===== config.mk =====
export PLATFORM = sky130hd
export DESIGN_NAME = breaker_autoreclose_sequencer
export DESIGN_NICKNAME = d
export VERILOG_FILES = /design/src/reclose_pkg.sv /design/src/reclose_timer.sv /design/src/breaker_autoreclose_sequencer.sv
export SDC_FILE = /design/constraint.sdc
export NUM_CORES = 2
export LEC_CHECK = 0
export BUFFER_PORTS_ARGS = -buffer_cell sky130_fd_sc_hd__buf_2
export CORE_MARGIN = 3
export CORE_UTILIZATION = 55
export DETAILED_ROUTE_END_ITERATION = 6
export PLACE_DENSITY = 0.72
export RECOVER_POWER = 25
export SLEW_MARGIN = 10
export SYNTH_ARGS = -nofsm -noshare
export SYNTH_HDL_FRONTEND = slang
export SYNTH_SLANG_ARGS = --single-unit

===== constraint.sdc =====
create_clock -name aclk -period 14.6 [get_ports aclk]
set_clock_uncertainty 0.15 [all_clocks]
set_input_delay 0 -clock aclk [delete_from_list [all_inputs] [get_ports aclk]]
set_output_delay 0 -clock aclk [all_outputs]
set_load 0.02 [all_outputs]

===== src/reclose_pkg.sv =====
// Shared constants and types for the breaker autoreclose sequencer
package reclose_pkg;

   // Time base: settings count in 0.01 s steps
   localparam int CLK_PERIOD_NS  = 10;
   localparam int TICK_PERIOD_NS = 10_000_000;
   localparam int TICK_CYCLES    = TICK_PERIOD_NS / CLK_PERIOD_NS;
   localparam int DIV_W          = 24;

   localparam int TIME_W = 16;
   localparam int SUM_W  = 18;
   localparam int CNT_W  = 3;
   localparam int NUM_T  = 10;

   // Register offsets inside one bank window
   localparam int          BANK_SHIFT = 5;
   localparam logic [4:0]  REG_CTRL   = 5'h00;
   localparam logic [4:0]  REG_WAIT01 = 5'h04;
   localparam logic [4:0]  REG_WAIT23 = 5'h08;
   localparam logic [4:0]  REG_EXTRA  = 5'h0c;
   localparam logic [4:0]  REG_HOLD   = 5'h10;
   localparam logic [4:0]  REG_CYCLE  = 5'h14;
   localparam logic [4:0]  REG_STATUS = 5'h18;

   // Control word fields
   localparam int CTRL_EN_BIT       = 0;
   localparam int CTRL_RST_CLS_BIT  = 1;
   localparam int CTRL_RST_MAN_BIT  = 2;
   localparam int CTRL_LIMIT_LSB    = 4;
   localparam int CTRL_W            = 6;
   localparam logic [CTRL_W-1:0] CTRL_RST = 6'h00;
   localparam int STATUS_PHASE_LSB  = 8;

   // Time slots, in ticks of 0.01 s
   localparam int T_WAIT0   = 0;
   localparam int T_EXTRA_A = 4;
   localparam int T_EXTRA_B = 5;
   localparam int T_INHIBIT = 6;
   localparam int T_LO_DLY  = 7;
   localparam int T_RECLAIM = 8;
   localparam int T_TIMEOUT = 9;
   localparam logic [NUM_T-1:0][TIME_W-1:0] TIME_RST = {
      16'h07d0, 16'h0bb8, 16'h01f4, 16'h03e8, 16'h0000,
      16'h0000, 16'h0190, 16'h012c, 16'h00c8, 16'h0064};

   // Timer slots per bank
   localparam int TM_INHIBIT = 0;
   localparam int TM_DEAD    = 1;
   localparam int TM_TIMEOUT = 2;
   localparam int TM_RECLAIM = 3;
   localparam int TM_LOCKOUT = 4;
   localparam int NUM_TM     = 5;

   localparam logic [1:0] RESP_OKAY   = 2'h0;
   localparam logic [1:0] RESP_SLVERR = 2'h2;

   typedef enum logic [2:0] {
      PH_IDLE    = 3'b000,
      PH_DEAD    = 3'b001,
      PH_CLOSING = 3'b010,
      PH_RECLAIM = 3'b011,
      PH_LOCKOUT = 3'b100
   } phase_e;

   typedef struct packed {
      logic cycle_start_input;
      logic inhibit_input;
      logic limit_down_one;
      logic limit_down_two;
      logic limit_down_three;
      logic operator_close_input;
      logic lockout_clear_input;
      logic breaker_closed_status;
      logic breaker_open_status;
      logic extra_wait_a_select;
      logic extra_wait_b_select;
   } breaker_in_s;

   typedef struct packed {
      logic [CNT_W-1:0] attempt_count;
      logic             locked_out;
      logic             cycle_active_flag;
      logic             reclose_disabled;
      logic             reclose_enabled;
      logic             close_command;
   } status_out_s;

   typedef struct packed {
      phase_e           phase;
      logic [CNT_W-1:0] count;
      logic             inhibit_run;
   } bank_s;

   typedef struct packed {
      logic [CTRL_W-1:0]             ctrl;
      logic [NUM_T-1:0][TIME_W-1:0]  t;
   } cfg_s;

endpackage


===== src/reclose_timer.sv =====
// Tick-driven delay timer with level run input and registered expiry
module reclose_timer
   import reclose_pkg::*;
#(
   parameter int W = SUM_W
) (
   input  wire logic         aclk,
   input  wire logic         aresetn,
   input  wire logic         tick,
   input  wire logic         run,
   input  wire logic [W-1:0] limit,
   output logic              done
);

   typedef struct packed {
      logic [W-1:0] count;
      logic         done;
   } tm_s;

   tm_s s_r;
   tm_s s_nxt;

   // Dropping run restarts from zero
   always_comb begin
      s_nxt = s_r;
      if (!run) begin
         s_nxt.count = '0;
      end else if (tick && s_r.count < limit) begin
         s_nxt.count = s_r.count + W'(1);
      end
      s_nxt.done = run && (s_nxt.count >= limit);
   end

   always_ff @(posedge aclk) begin
      if (!aresetn) begin
         s_r <= '0;
      end else begin
         s_r <= s_nxt;
      end
   end

   assign done = s_r.done;

endmodule // reclose_timer


===== src/breaker_autoreclose_sequencer.sv =====
// Breaker autoreclose sequencer with AXI4-Lite settings store
//
// The AXI4-Lite interface to the registers and the register addresses were left to the implementer.
module breaker_autoreclose_sequencer
   import reclose_pkg::*;
#(
   parameter int BANKS    = 2,
   parameter int TICK_DIV = TICK_CYCLES,
   parameter int ADDR_W   = 8
) (
   input  wire logic                     aclk,
   input  wire logic                     aresetn,
   input  wire logic [ADDR_W-1:0]        awaddr,
   input  wire logic                     awvalid,
   output logic                          awready,
   input  wire logic [31:0]              wdata,
   input  wire logic [3:0]               wstrb,
   input  wire logic                     wvalid,
   output logic                          wready,
   output logic [1:0]                    bresp,
   output logic                          bvalid,
   input  wire logic                     bready,
   input  wire logic [ADDR_W-1:0]        araddr,
   input  wire logic                     arvalid,
   output logic                          arready,
   output logic [31:0]                   rdata,
   output logic [1:0]                    rresp,
   output logic                          rvalid,
   input  wire logic                     rready,
   input  wire breaker_in_s [BANKS-1:0]  bank_in,
   output status_out_s [BANKS-1:0]       bank_out
);

   typedef struct packed {
      breaker_in_s [BANKS-1:0] sync1;
      breaker_in_s [BANKS-1:0] sync2;
      breaker_in_s [BANKS-1:0] prev;
      bank_s [BANKS-1:0]       bank;
      cfg_s [BANKS-1:0]        cfg;
      status_out_s [BANKS-1:0] out;
      logic [DIV_W-1:0]        div;
      logic                    tick;
      logic                    aw_have;
      logic                    w_have;
      logic [ADDR_W-1:0]       waddr;
      logic [31:0]             wdat;
      logic [3:0]              wstb;
      logic                    awready;
      logic                    wready;
      logic                    bvalid;
      logic [1:0]              bresp;
      logic                    arready;
      logic                    rvalid;
      logic [31:0]             rdata;
      logic [1:0]              rresp;
   } state_s;

   state_s s_r;
   state_s s_nxt;

   logic [BANKS-1:0][NUM_TM-1:0]            tm_run;
   logic [BANKS-1:0][NUM_TM-1:0][SUM_W-1:0] tm_lim;
   logic [BANKS-1:0][NUM_TM-1:0]            tm_done;

   function automatic state_s rst_state();
      state_s r;
      r = '0;
      for (int b = 0; b < BANKS; b++) begin
         r.cfg[b].ctrl = CTRL_RST;
         r.cfg[b].t    = TIME_RST;
         r.out[b].reclose_disabled = 1'b1;
      end
      r.awready = 1'b1;
      r.wready  = 1'b1;
      r.arready = 1'b1;
      return r;
   endfunction

   // Configured limit capped by the limit-down inputs
   function automatic logic [CNT_W-1:0] eff_limit(logic [CTRL_W-1:0] ctrl,
                                                   breaker_in_s      i);
      logic [CNT_W-1:0] l;
      l = CNT_W'(ctrl[CTRL_LIMIT_LSB +: 2]) + 3'h1;
      if (i.limit_down_three && l > 3'h3) l = 3'h3;
      if (i.limit_down_two && l > 3'h2) l = 3'h2;
      if (i.limit_down_one) l = 3'h1;
      return l;
   endfunction

   function automatic logic addr_ok(logic [ADDR_W-1:0] a, logic wr);
      logic [4:0] off;
      off = a[4:0];
      return (int'(a >> BANK_SHIFT) < BANKS) && (off[1:0] == 2'h0)
             && (wr ? off < REG_STATUS : off <= REG_STATUS);
   endfunction

   function automatic logic [31:0] merge(logic [31:0] old,
                                         logic [31:0] nw,
                                         logic [3:0]  strb);
      logic [31:0] m;
      m = old;
      for (int k = 0; k < 4; k++) begin
         if (strb[k]) m[8*k +: 8] = nw[8*k +: 8];
      end
      return m;
   endfunction

   function automatic logic [31:0] time_word(cfg_s c, logic [4:0] off);
      int k;
      k = int'(off[4:2]) - 1;
      return {c.t[2*k+1], c.t[2*k]};
   endfunction

   // Timer requests are taken from registered state
   always_comb begin
      for (int b = 0; b < BANKS; b++) begin
         breaker_in_s i;
         breaker_in_s p;
         cfg_s        c;
         bank_s       k;
         logic [1:0]  sh;
         i  = s_r.sync2[b];
         p  = s_r.prev[b];
         c  = s_r.cfg[b];
         k  = s_r.bank[b];
         sh = k.count[1:0];
         // A fresh operator close restarts the inhibit time
         tm_run[b][TM_INHIBIT] = k.inhibit_run
            && !(i.operator_close_input && !p.operator_close_input);
         tm_lim[b][TM_INHIBIT] = SUM_W'(c.t[T_INHIBIT]);
         tm_run[b][TM_DEAD] = k.phase == PH_DEAD
            && i.breaker_open_status && k.count < eff_limit(c.ctrl, i);
         tm_lim[b][TM_DEAD] = SUM_W'(c.t[T_WAIT0 + int'(sh)])
            + (i.extra_wait_a_select ? SUM_W'(c.t[T_EXTRA_A]) : '0)
            + (i.extra_wait_b_select ? SUM_W'(c.t[T_EXTRA_B]) : '0);
         tm_run[b][TM_TIMEOUT] = k.phase == PH_DEAD;
         tm_lim[b][TM_TIMEOUT] = SUM_W'(c.t[T_TIMEOUT]);
         tm_run[b][TM_RECLAIM] = k.phase == PH_RECLAIM
            && i.breaker_closed_status;
         tm_lim[b][TM_RECLAIM] = SUM_W'(c.t[T_RECLAIM]);
         tm_run[b][TM_LOCKOUT] = k.phase == PH_LOCKOUT
            && c.ctrl[CTRL_RST_CLS_BIT] && !c.ctrl[CTRL_RST_MAN_BIT]
            && i.breaker_closed_status;
         tm_lim[b][TM_LOCKOUT] = SUM_W'(c.t[T_LO_DLY]);
      end
   end

   always_comb begin
      logic [ADDR_W-1:0] wb;
      logic [4:0]        off;
      logic [31:0]       w;
      logic [ADDR_W-1:0] rb;
      s_nxt = s_r;
      wb    = s_r.waddr >> BANK_SHIFT;
      off   = s_r.waddr[4:0];
      w     = '0;
      rb    = araddr >> BANK_SHIFT;

      // 0.01 s tick
      s_nxt.tick = 1'b0;
      if (s_r.div >= DIV_W'(TICK_DIV - 1)) begin
         s_nxt.div  = '0;
         s_nxt.tick = 1'b1;
      end else begin
         s_nxt.div = s_r.div + 24'h1;
      end
      s_nxt.sync1 = bank_in;
      s_nxt.sync2 = s_r.sync1;
      s_nxt.prev  = s_r.sync2;

      for (int b = 0; b < BANKS; b++) begin
         breaker_in_s      i;
         breaker_in_s      p;
         cfg_s             c;
         bank_s            k;
         bank_s            nb;
         logic             start_rise;
         logic             close_rise;
         logic             en;
         logic [CNT_W-1:0] lim;
         i  = s_r.sync2[b];
         p  = s_r.prev[b];
         c  = s_r.cfg[b];
         k  = s_r.bank[b];
         nb = k;
         start_rise = i.cycle_start_input && !p.cycle_start_input;
         close_rise = i.operator_close_input && !p.operator_close_input;
         lim = eff_limit(c.ctrl, i);
         en  = c.ctrl[CTRL_EN_BIT] && k.phase != PH_LOCKOUT
               && !i.inhibit_input && !k.inhibit_run;
         if (close_rise) begin
            nb.inhibit_run = 1'b1;
         end else if (tm_done[b][TM_INHIBIT]) begin
            nb.inhibit_run = 1'b0;
         end
         case (k.phase)
            PH_IDLE: begin
               if (en && start_rise && p.breaker_closed_status) begin
                  nb.phase = PH_DEAD;
               end
            end
            PH_DEAD: begin
               if (i.inhibit_input || tm_done[b][TM_TIMEOUT]
                   || k.count >= lim) begin
                  nb.phase = PH_LOCKOUT;
               end else if (tm_done[b][TM_DEAD]) begin
                  nb.phase = PH_CLOSING;
                  nb.count = k.count + 3'h1;
               end
            end
            PH_CLOSING: begin
               if (i.inhibit_input) begin
                  nb.phase = PH_LOCKOUT;
               end else if (i.breaker_closed_status) begin
                  nb.phase = PH_RECLAIM;
               end
            end
            PH_RECLAIM: begin
               if (i.inhibit_input) begin
                  nb.phase = PH_LOCKOUT;
               end else if (en && start_rise && p.breaker_closed_status) begin
                  nb.phase = PH_DEAD;
               end else if (tm_done[b][TM_RECLAIM]) begin
                  nb.phase = PH_IDLE;
                  nb.count = '0;
               end
            end
            PH_LOCKOUT: begin
               if (i.lockout_clear_input
                   || (close_rise && c.ctrl[CTRL_RST_MAN_BIT])
                   || tm_done[b][TM_LOCKOUT]) begin
                  nb.phase = PH_IDLE;
                  nb.count = '0;
               end
            end
            default: begin
               nb.phase = PH_IDLE;
            end
         endcase
         s_nxt.bank[b] = nb;
         en = c.ctrl[CTRL_EN_BIT] && nb.phase != PH_LOCKOUT
              && !i.inhibit_input && !nb.inhibit_run;
         s_nxt.out[b].reclose_enabled   = en;
         s_nxt.out[b].reclose_disabled  = !en;
         s_nxt.out[b].cycle_active_flag = nb.phase == PH_DEAD;
         s_nxt.out[b].locked_out        = nb.phase == PH_LOCKOUT;
         s_nxt.out[b].close_command     = nb.phase == PH_CLOSING;
         s_nxt.out[b].attempt_count     = nb.count;
      end

      // AXI4-Lite write: address and data in either order
      if (s_r.awready && awvalid) begin
         s_nxt.aw_have = 1'b1;
         s_nxt.waddr   = awaddr;
      end
      if (s_r.wready && wvalid) begin
         s_nxt.w_have = 1'b1;
         s_nxt.wdat   = wdata;
         s_nxt.wstb   = wstrb;
      end
      if (s_r.bvalid && bready) s_nxt.bvalid = 1'b0;
      if (s_r.aw_have && s_r.w_have && !s_r.bvalid) begin
         s_nxt.aw_have = 1'b0;
         s_nxt.w_have  = 1'b0;
         s_nxt.bvalid  = 1'b1;
         s_nxt.bresp   = RESP_SLVERR;
         if (addr_ok(s_r.waddr, 1'b1)) begin
            s_nxt.bresp = RESP_OKAY;
            if (off == REG_CTRL) begin
               w = merge(32'(s_r.cfg[wb].ctrl), s_r.wdat, s_r.wstb);
               s_nxt.cfg[wb].ctrl = w[CTRL_W-1:0];
            end else begin
               w = merge(time_word(s_r.cfg[wb], off), s_r.wdat, s_r.wstb);
               s_nxt.cfg[wb].t[2*(int'(off[4:2])-1)]   = w[15:0];
               s_nxt.cfg[wb].t[2*(int'(off[4:2])-1)+1] = w[31:16];
            end
         end
      end
      s_nxt.awready = !s_nxt.aw_have && !s_nxt.bvalid;
      s_nxt.wready  = !s_nxt.w_have && !s_nxt.bvalid;

      // AXI4-Lite read
      if (s_r.rvalid && rready) s_nxt.rvalid = 1'b0;
      if (s_r.arready && arvalid) begin
         s_nxt.rvalid = 1'b1;
         s_nxt.rresp  = RESP_SLVERR;
         s_nxt.rdata  = '0;
         if (addr_ok(araddr, 1'b0)) begin
            s_nxt.rresp = RESP_OKAY;
            if (araddr[4:0] == REG_CTRL) begin
               s_nxt.rdata = 32'(s_r.cfg[rb].ctrl);
            end else if (araddr[4:0] == REG_STATUS) begin
               s_nxt.rdata = {20'h0, s_r.bank[rb].inhibit_run,
                              s_r.bank[rb].phase, s_r.out[rb]};
            end else begin
               s_nxt.rdata = time_word(s_r.cfg[rb], araddr[4:0]);
            end
         end
      end
      s_nxt.arready = !s_nxt.rvalid;
   end

   always_ff @(posedge aclk) begin
      if (!aresetn) begin
         s_r <= rst_state();
      end else begin
         s_r <= s_nxt;
      end
   end

   for (genvar b = 0; b < BANKS; b++) begin : g_bank
      for (genvar t = 0; t < NUM_TM; t++) begin : g_tm
         reclose_timer #(.W(SUM_W)) u_tm (
            .aclk    (aclk),
            .aresetn (aresetn),
            .tick    (s_r.tick),
            .run     (tm_run[b][t]),
            .limit   (tm_lim[b][t]),
            .done    (tm_done[b][t])
         );
      end
   end

   assign awready  = s_r.awready;
   assign wready   = s_r.wready;
   assign bvalid   = s_r.bvalid;
   assign bresp    = s_r.bresp;
   assign arready  = s_r.arready;
   assign rvalid   = s_r.rvalid;
   assign rdata    = s_r.rdata;
   assign rresp    = s_r.rresp;
   assign bank_out = s_r.out;

   // Checks on bank 0 and on the write response
   phase_e      ph0;
   breaker_in_s i0;
   logic        cls_rise0;
   assign ph0       = s_r.bank[0].phase;
   assign i0        = s_r.sync2[0];
   assign cls_rise0 = i0.operator_close_input
                      && !s_r.prev[0].operator_close_input;
endmodule // breaker_autoreclose_sequencer


======== Word level (Yosys, flattened, before mapping) ========
Index checks and enable logic that the tools add are counted.
cells by class
  order comparisons ....................... 44
  reductions and logical operators ........ 117
  eq/ne operators ......................... 31
  add/sub/neg operators ................... 23
  bitwise operators ....................... 1
  muxes and demuxes ....................... 132
operator list
  cell                   count
  $bwmux 332             3
  $mux 166               5
  $demux 166 s1          3
  $mux 18                20
  $mux 332               1
  $mux 16                16
  $add 18x1->18 const B  10
  $mux 160               1
  $ge 18x16->1           8
  $lt 18x16->1           8
  $mux 144               1
  $mux 8                 18
  $bmux 16 s4            2
  $bmux 16 s3            2
  $logic_and 1x1->1      76
  $mux 3                 25
  $bmux 16 s2            2
  $demux 16 s4           1
  $mux 32                2
  $mux 6                 10
  $demux 16 s3           1
  $add 17x16->18         2
  $ge 18x18->1           2
  $lt 18x18->1           2
  43 further kinds       127
word-level totals
  register bits after elaboration ......... 708
  input bits .............................. 81
  word-level logic and storage cells ...... 471

======== Logic depth before layout (Yosys ltp) ========
  depth in word-level cells ............... 17
  depth in mapped cells ................... 34
  mapped depth without buffers ............ 31

======== Modules after synthesis ========
A second synthesis with hierarchy kept.
second synthesis, totals
  cells, all modules ...................... 5232
  area, all modules ....................... 47428.0 um2
by module, submodules not included
  module                                      cells an instance  times used  area an instance (um2)  sequential area each (um2)
  breaker_autoreclose_sequencer               2797               1           26978.4                 10329.9
  reclose_timer (g_bank[0].g_tm[0].u_tm ...)  230                5           1914.3                  380.4
  reclose_timer (g_bank[1].g_tm[0].u_tm ...)  260                4           2230.9                  380.4
  reclose_timer (g_bank[1].g_tm[4].u_tm)      245                1           1954.4                  380.4

======== Worst setup path after synthesis ========
No wires, ideal clock.
  kind .................................... reg2reg
  from .................................... register, netlist name bank_out[5]
  to ...................................... register g_bank[0].g_tm[1].u_tm.s_r (netlist bit g_bank[0].g_tm[1].u_tm.done)
  required time ........................... 14.324 ns
  cell stages (with the launch flop) ...... 33
  clock period less this slack ............ 7.663 ns
  data arrival time ....................... 7.387 ns
  path slack .............................. 6.937 ns
  library setup time ...................... 0.126 ns
  cells stage by stage .................... dfxtp_1 -> clkbuf_1 -> clkbuf_1 -> mux4_2 -> fa_1 -> ha_1 -> fa_1 -> a21o_1 -> a21o_1 -> a2111oi_0 -> o31ai_1 -> o21ai_1 -> a21oi_1 -> a21oi_1 -> xor2_1 -> ha_1 -> a21oi_1 -> nor2b_1 -> o21ai_0 -> o2111ai_1 -> clkbuf_1 -> nor2_1 -> mux2i_1 -> nor2_1 -> ha_1 -> nor2b_1 -> o21ai_0 -> nand2b_1 -> a221o_1 -> a21oi_1 -> o211ai_1 -> a21oi_1 -> o211ai_1
RTL lines
  element               line                 source
  to (signal assigned)  reclose_timer.sv:38  s_r <= s_nxt;
  to (decl)             reclose_timer.sv:20  tm_s s_r;

======== Final worst setup path ========
  from .................................... input port aresetn
  to ...................................... register s_r[59] (netlist name)
RTL lines
  element               line                                  source
  from (decl)           breaker_autoreclose_sequencer.sv:12   input wire logic aresetn,
  to (signal assigned)  breaker_autoreclose_sequencer.sv:305  s_r <= rst_state();
  to (signal assigned)  breaker_autoreclose_sequencer.sv:307  s_r <= s_nxt;
  to (decl)             breaker_autoreclose_sequencer.sv:58   state_s s_r;
No word-level cell between the ends.

==> summary by stage <==
Status
The flow ran to the end, but the final reports show violations. The final reports fail on DRC, capacitance limit, slew limit.

Yosys
Measured against the total synthesized area, the mux share comes to 0.109. Counting flops with a built-in enable in the synthesized netlist gives 0. Counting every instance in the synthesized netlist gives 5186. The most instantiated flip-flop cell in the synthesis netlist is sky130_fd_sc_hd__dfxtp_1. During synthesis, Yosys emitted a total of 0 warnings. Of the post-synthesis cell area, the dominant cell type holds 0.322. The post-synthesis cell type with the largest combined area is sky130_fd_sc_hd__dfxtp_1. The commonest cells after synthesis are sky130_fd_sc_hd__nand2_1, sky130_fd_sc_hd__dfxtp_1, sky130_fd_sc_hd__nor2_1. By instance count, the leading cell after synthesis is sky130_fd_sc_hd__nand2_1.

Synthesis inferred 706 register bits. Yosys mapped the design onto 78 distinct sky130hd cell types. A synthesized cell averages 8.46 um2.

By area the synthesized netlist is led by sky130_fd_sc_hd__dfxtp_1, sky130_fd_sc_hd__ha_1, sky130_fd_sc_hd__mux4_2. The synthesized-area fraction occupied by adder cells is 0.123. The largest family of logic cells by synthesized area is simple AND/OR/NAND/NOR gates. The post-synthesis share of cell area spent on xor and xnor gates is 0.0345.

The compound-gate portion of the synthesized area is 0.161. In the synthesized netlist the async set-or-reset flop fraction comes to 0. The synthesized cell area is 0.0439 mm2. The share of the Yosys chip area taken by registers is 0.322. The share of synthesized cell area in and, or, nand and nor gates is 0.193.

Detailed routing
The length of routed wiring on met1 is 59100 um. The met3 routed wirelength is 19500 um. Summed over all nets, wire length on met2 after detailed routing comes to 64300 um. The detailed router finished its first iteration with 4441 violations.

The post-route DRC violation count is 4. In the routed layout, each cell is associated on average with a via count of 6.26. In this run the top signal layer used is met5. The detailed router placed 40200 vias in this run. The average detailed-routed wire length per instance is 23.4 um.

The count of TritonRoute iterations in the first routing pass is 7. The count of nets left with antenna violations once routing finished came out at 0. Wires add up to 150000 um.

GRT
The first global-routing pass estimated 229000 um of wire. The aggregate global routing overflow is 0. The global router's overall resource usage is 0.357.

The initial antenna violation count was 7. The number of global-route vias before repair is 39000. The maximum number of pins on one net before global-route repair is 193.

Clocking
The maximum clock path buffer count is 3. The H-tree level count is 3. TritonCTS built the clock tree. Clock-pin slew was measured on the worst setup and hold paths at 70 ps. The CTS sink count is 706. The number of clock buffers added by TritonCTS is 79.

The cell sitting at the root of the clock tree is a sky130_fd_sc_hd__clkbuf_16. The insertion delay to the later sink of the worst-skew pair is 650 ps.

STA
The final period utilization is 0.693. At the pin with the least slew margin, the transition time is 4460 ps. The count of endpoints failing setup in the final report is 0. The number of hold-slack violations in the final timing report is 0. The summed negative setup slack over all endpoints is 0 ps. Timing would allow up to 98.9 MHz. The relative slew slack is -1.97. Setup repair after global routing left no endpoint under its margin. The max-slew violation count is 338. The time the worst path needs with I/O delays and setup is 10110 ps. In the post-route analysis, the smallest setup slack over all paths is 4490 ps. Across all hold checks on the routed design, the worst slack comes to 42.6 ps.

Layout
Once layout is complete, the utilization of the core stands at 0.632. The synthesis-to-layout area growth is 12.5%. Fill cells in the final layout number 6694. Of the cells placed in the final design, the portion with a size suffix greater than 1 is 0.0841.

After the last flow step, the layout net total stands at 5806. Summing all non-filler instances in the final layout gives an area of 0.0494 mm2.

Critical path
STA classifies the critical path endpoint as a register. STA puts the critical path data arrival time at 10530 ps. The critical path's most frequent cell is sky130_fd_sc_hd__dlygate4sd3_1. The element type at the critical path start is a primary input. The worst setup path is of the primary input to register kind. The delay contributed by the slowest stage of the critical path is 5240 ps. The cell type group with the largest total delay on the critical path is buffers and inverters. The signal on the critical path passes through dlygate4sd3_1 -> clkbuf_1 -> clkinvlp_2 -> buf_12 -> a21oi_1 -> dlygate4sd3_1. Of all nets on the critical path, the largest fanout is 192.

Data on the critical path is required at its endpoint by 15010 ps. The highest-delay cell along the critical path is sky130_fd_sc_hd__clkinvlp_2. Together, buffers and inverters on the worst path number 5.

Floorplanning
In this run the count of I/O pins placed on the die edge is 138. The full die area is 0.0832 mm2. The vertical extent of the die is 289 um. The die outline width is 289 um. The core outline area is 0.0782 mm2. After floorplanning, the core was divided into 102 placement rows.

For this configuration, the core starts out at a cell density of 0.561.

Place
The placed wire-length estimate after detailed placement is 106000 um. The count of port buffers added during placement is 135. The standard cell area after detailed placement is 0.0448 mm2. At the end of routability-driven placement, the weighted congestion stood at 0.977. The worst-case setup slack after placement is 6670 ps.

Pwr
The peak supply drop is 0.000106 V. For this design the static power due to leakage is 0.0196 uW. The power density over cell area is 89.5 mW/mm2.

Flow run
The max-capacitance violation count is 5.

Worst hold path
In this run the worst hold path is classified as primary input to register.
-- metal layers --
metal | global-route usage | vias up
li1 | - | 18500
met1 | 0.461 | 19200
met2 | 0.538 | 2072
met3 | 0.132 | 393
met4 | 0.151 | 8
met5 | 0 | -
-- cell usage in the layout (no fill, tap or decap), types with 29 or more instances in the layout --
| cell | netlist | layout |
|---|---|---|
| sky130_fd_sc_hd__buf_4 | 53 | 45 |
| sky130_fd_sc_hd__dlygate4sd3_1 | 0 | 197 |
| sky130_fd_sc_hd__inv_1 | 258 | 258 |
| sky130_fd_sc_hd__clkbuf_1 | 236 | 75 |
| sky130_fd_sc_hd__nand4_1 | 45 | 45 |
| sky130_fd_sc_hd__o21ai_0 | 49 | 49 |
| sky130_fd_sc_hd__fa_1 | 34 | 34 |
| sky130_fd_sc_hd__nor2_1 | 481 | 477 |
| sky130_fd_sc_hd__o2111ai_1 | 29 | 29 |
| sky130_fd_sc_hd__a21o_1 | 95 | 95 |
| sky130_fd_sc_hd__mux2i_1 | 111 | 111 |
| sky130_fd_sc_hd__nand2b_1 | 34 | 34 |
| sky130_fd_sc_hd__o21ai_1 | 82 | 82 |
| sky130_fd_sc_hd__dfxtp_1 | 706 | 704 |
| sky130_fd_sc_hd__and2_1 | 115 | 82 |
| sky130_fd_sc_hd__a211oi_1 | 33 | 33 |
| sky130_fd_sc_hd__and3_1 | 58 | 58 |
| sky130_fd_sc_hd__buf_2 | 32 | 79 |
| sky130_fd_sc_hd__o31ai_1 | 78 | 78 |
| sky130_fd_sc_hd__clkbuf_16 | 0 | 79 |
| sky130_fd_sc_hd__a21oi_1 | 451 | 451 |
| sky130_fd_sc_hd__ha_1 | 378 | 377 |
| sky130_fd_sc_hd__and2_0 | 0 | 33 |
| sky130_fd_sc_hd__xor2_1 | 76 | 76 |
| sky130_fd_sc_hd__nand3_1 | 93 | 93 |
| sky130_fd_sc_hd__nor2b_1 | 34 | 33 |
| sky130_fd_sc_hd__nand2_1 | 871 | 869 |
| sky130_fd_sc_hd__xnor2_1 | 97 | 95 |
| sky130_fd_sc_hd__nor3_1 | 49 | 47 |
| sky130_fd_sc_hd__mux4_2 | 160 | 160 |
| sky130_fd_sc_hd__a22oi_1 | 47 | 47 |
| sky130_fd_sc_hd__o211ai_1 | 99 | 99 |
-- cells by family (layout without fill, tap and decap cells) --
logic type / after synthesis / in the layout
other: 1 / 10
and+or+nand+nor: 1903 / 1903
buffers and inverters: 602 / 788
muxes: 277 / 277
AOI/OAI and AO/OA: 1112 / 1112
DFF: 706 / 706
adders and majority gates: 412 / 412
xor gates and xnor gates: 173 / 173
-- sequential cells by signal (all words and copies together) (netlist names), 3 cells and up --
| signal | cells |
|---|---|
| i0 | 11 |
| s_r | 414 |
| s_nxt | 33 |
| ph0 | 3 |
| bank_out | 16 |
| g_bank.g_tm.u_tm.s_r | 180 |
| g_bank.g_tm.u_tm.done | 10 |
| rdata | 32 |
-- timing repair --
item | 4_1_cts | 5_1_grt
hold buffers | 197 | 0
gates resized for setup | 0 | 0
endpoints found under the hold margin | 139 | 0
setup buffers | 0 | 0
-- power breakdown --
part,switching [uW],leakage (uW),internal (uW)
Sequential,31.6,0.00571,1940
Combinational,223,0.0126,124
Clock,880,0.00131,1220
-- worst reg2reg max path: cells and delay by family (launching register included) --
| kind | cells | cell delay (ps) |
|---|---|---|
| flip-flops | 1 | 310 |
| AO/OA/AOI/OAI | 17 | 3610 |
| AND/OR/NAND/NOR | 4 | 630 |
| adder cells (fa/ha/maj) | 5 | 1780 |
| XOR/XNOR | 2 | 410 |
| multiplexers | 1 | 690 |
| buffers and inverters | 1 | 1220 |
-- path summary, 6_finish.rpt --
path | from | end | slack (ps) | depth (start not counted)
min reg2reg | s_nxt[500]$_SDFF_PN0_ | i0[4]$_SDFF_PN0_ | 280 | 1
max | aresetn | s_r[59]$_SDFFE_PN0P_ | 4490 | 6
max reg2reg | bank_out[13]$_SDFFE_PN0P_ | g_bank[1].g_tm[1].u_tm.done$_SDFF_PN0_ | 5690 | 30
min | bank_in[11] | s_nxt[507]$_SDFF_PN0_ | 40 | 3
-- through the flow --
step,power (uW),cells
final,4420,6421
after global routing,4530,6419
after CTS,4410,6417
after detailed placement,2300,6075
after global placement,2300,6075
after floorplan,2200,5191
-- layout make-up --
class | count | area, um2 | area share
Multi-Input combinational cell | 3883 | 27300 | 0.553
Sequential cell | 706 | 14100 | 0.286
Timing Repair Buffer | 381 | 2950 | 0.0598
Clock buffer | 110 | 2230 | 0.0452
Tap cell | 1040 | 1300 | 0.0263
Inverter | 262 | 985 | 0.0199
Clock inverter | 35 | 450 | 0.00912
Antenna cell | 4 | 10.0 | 0.000203
Power figures use the tool's default switching activity.
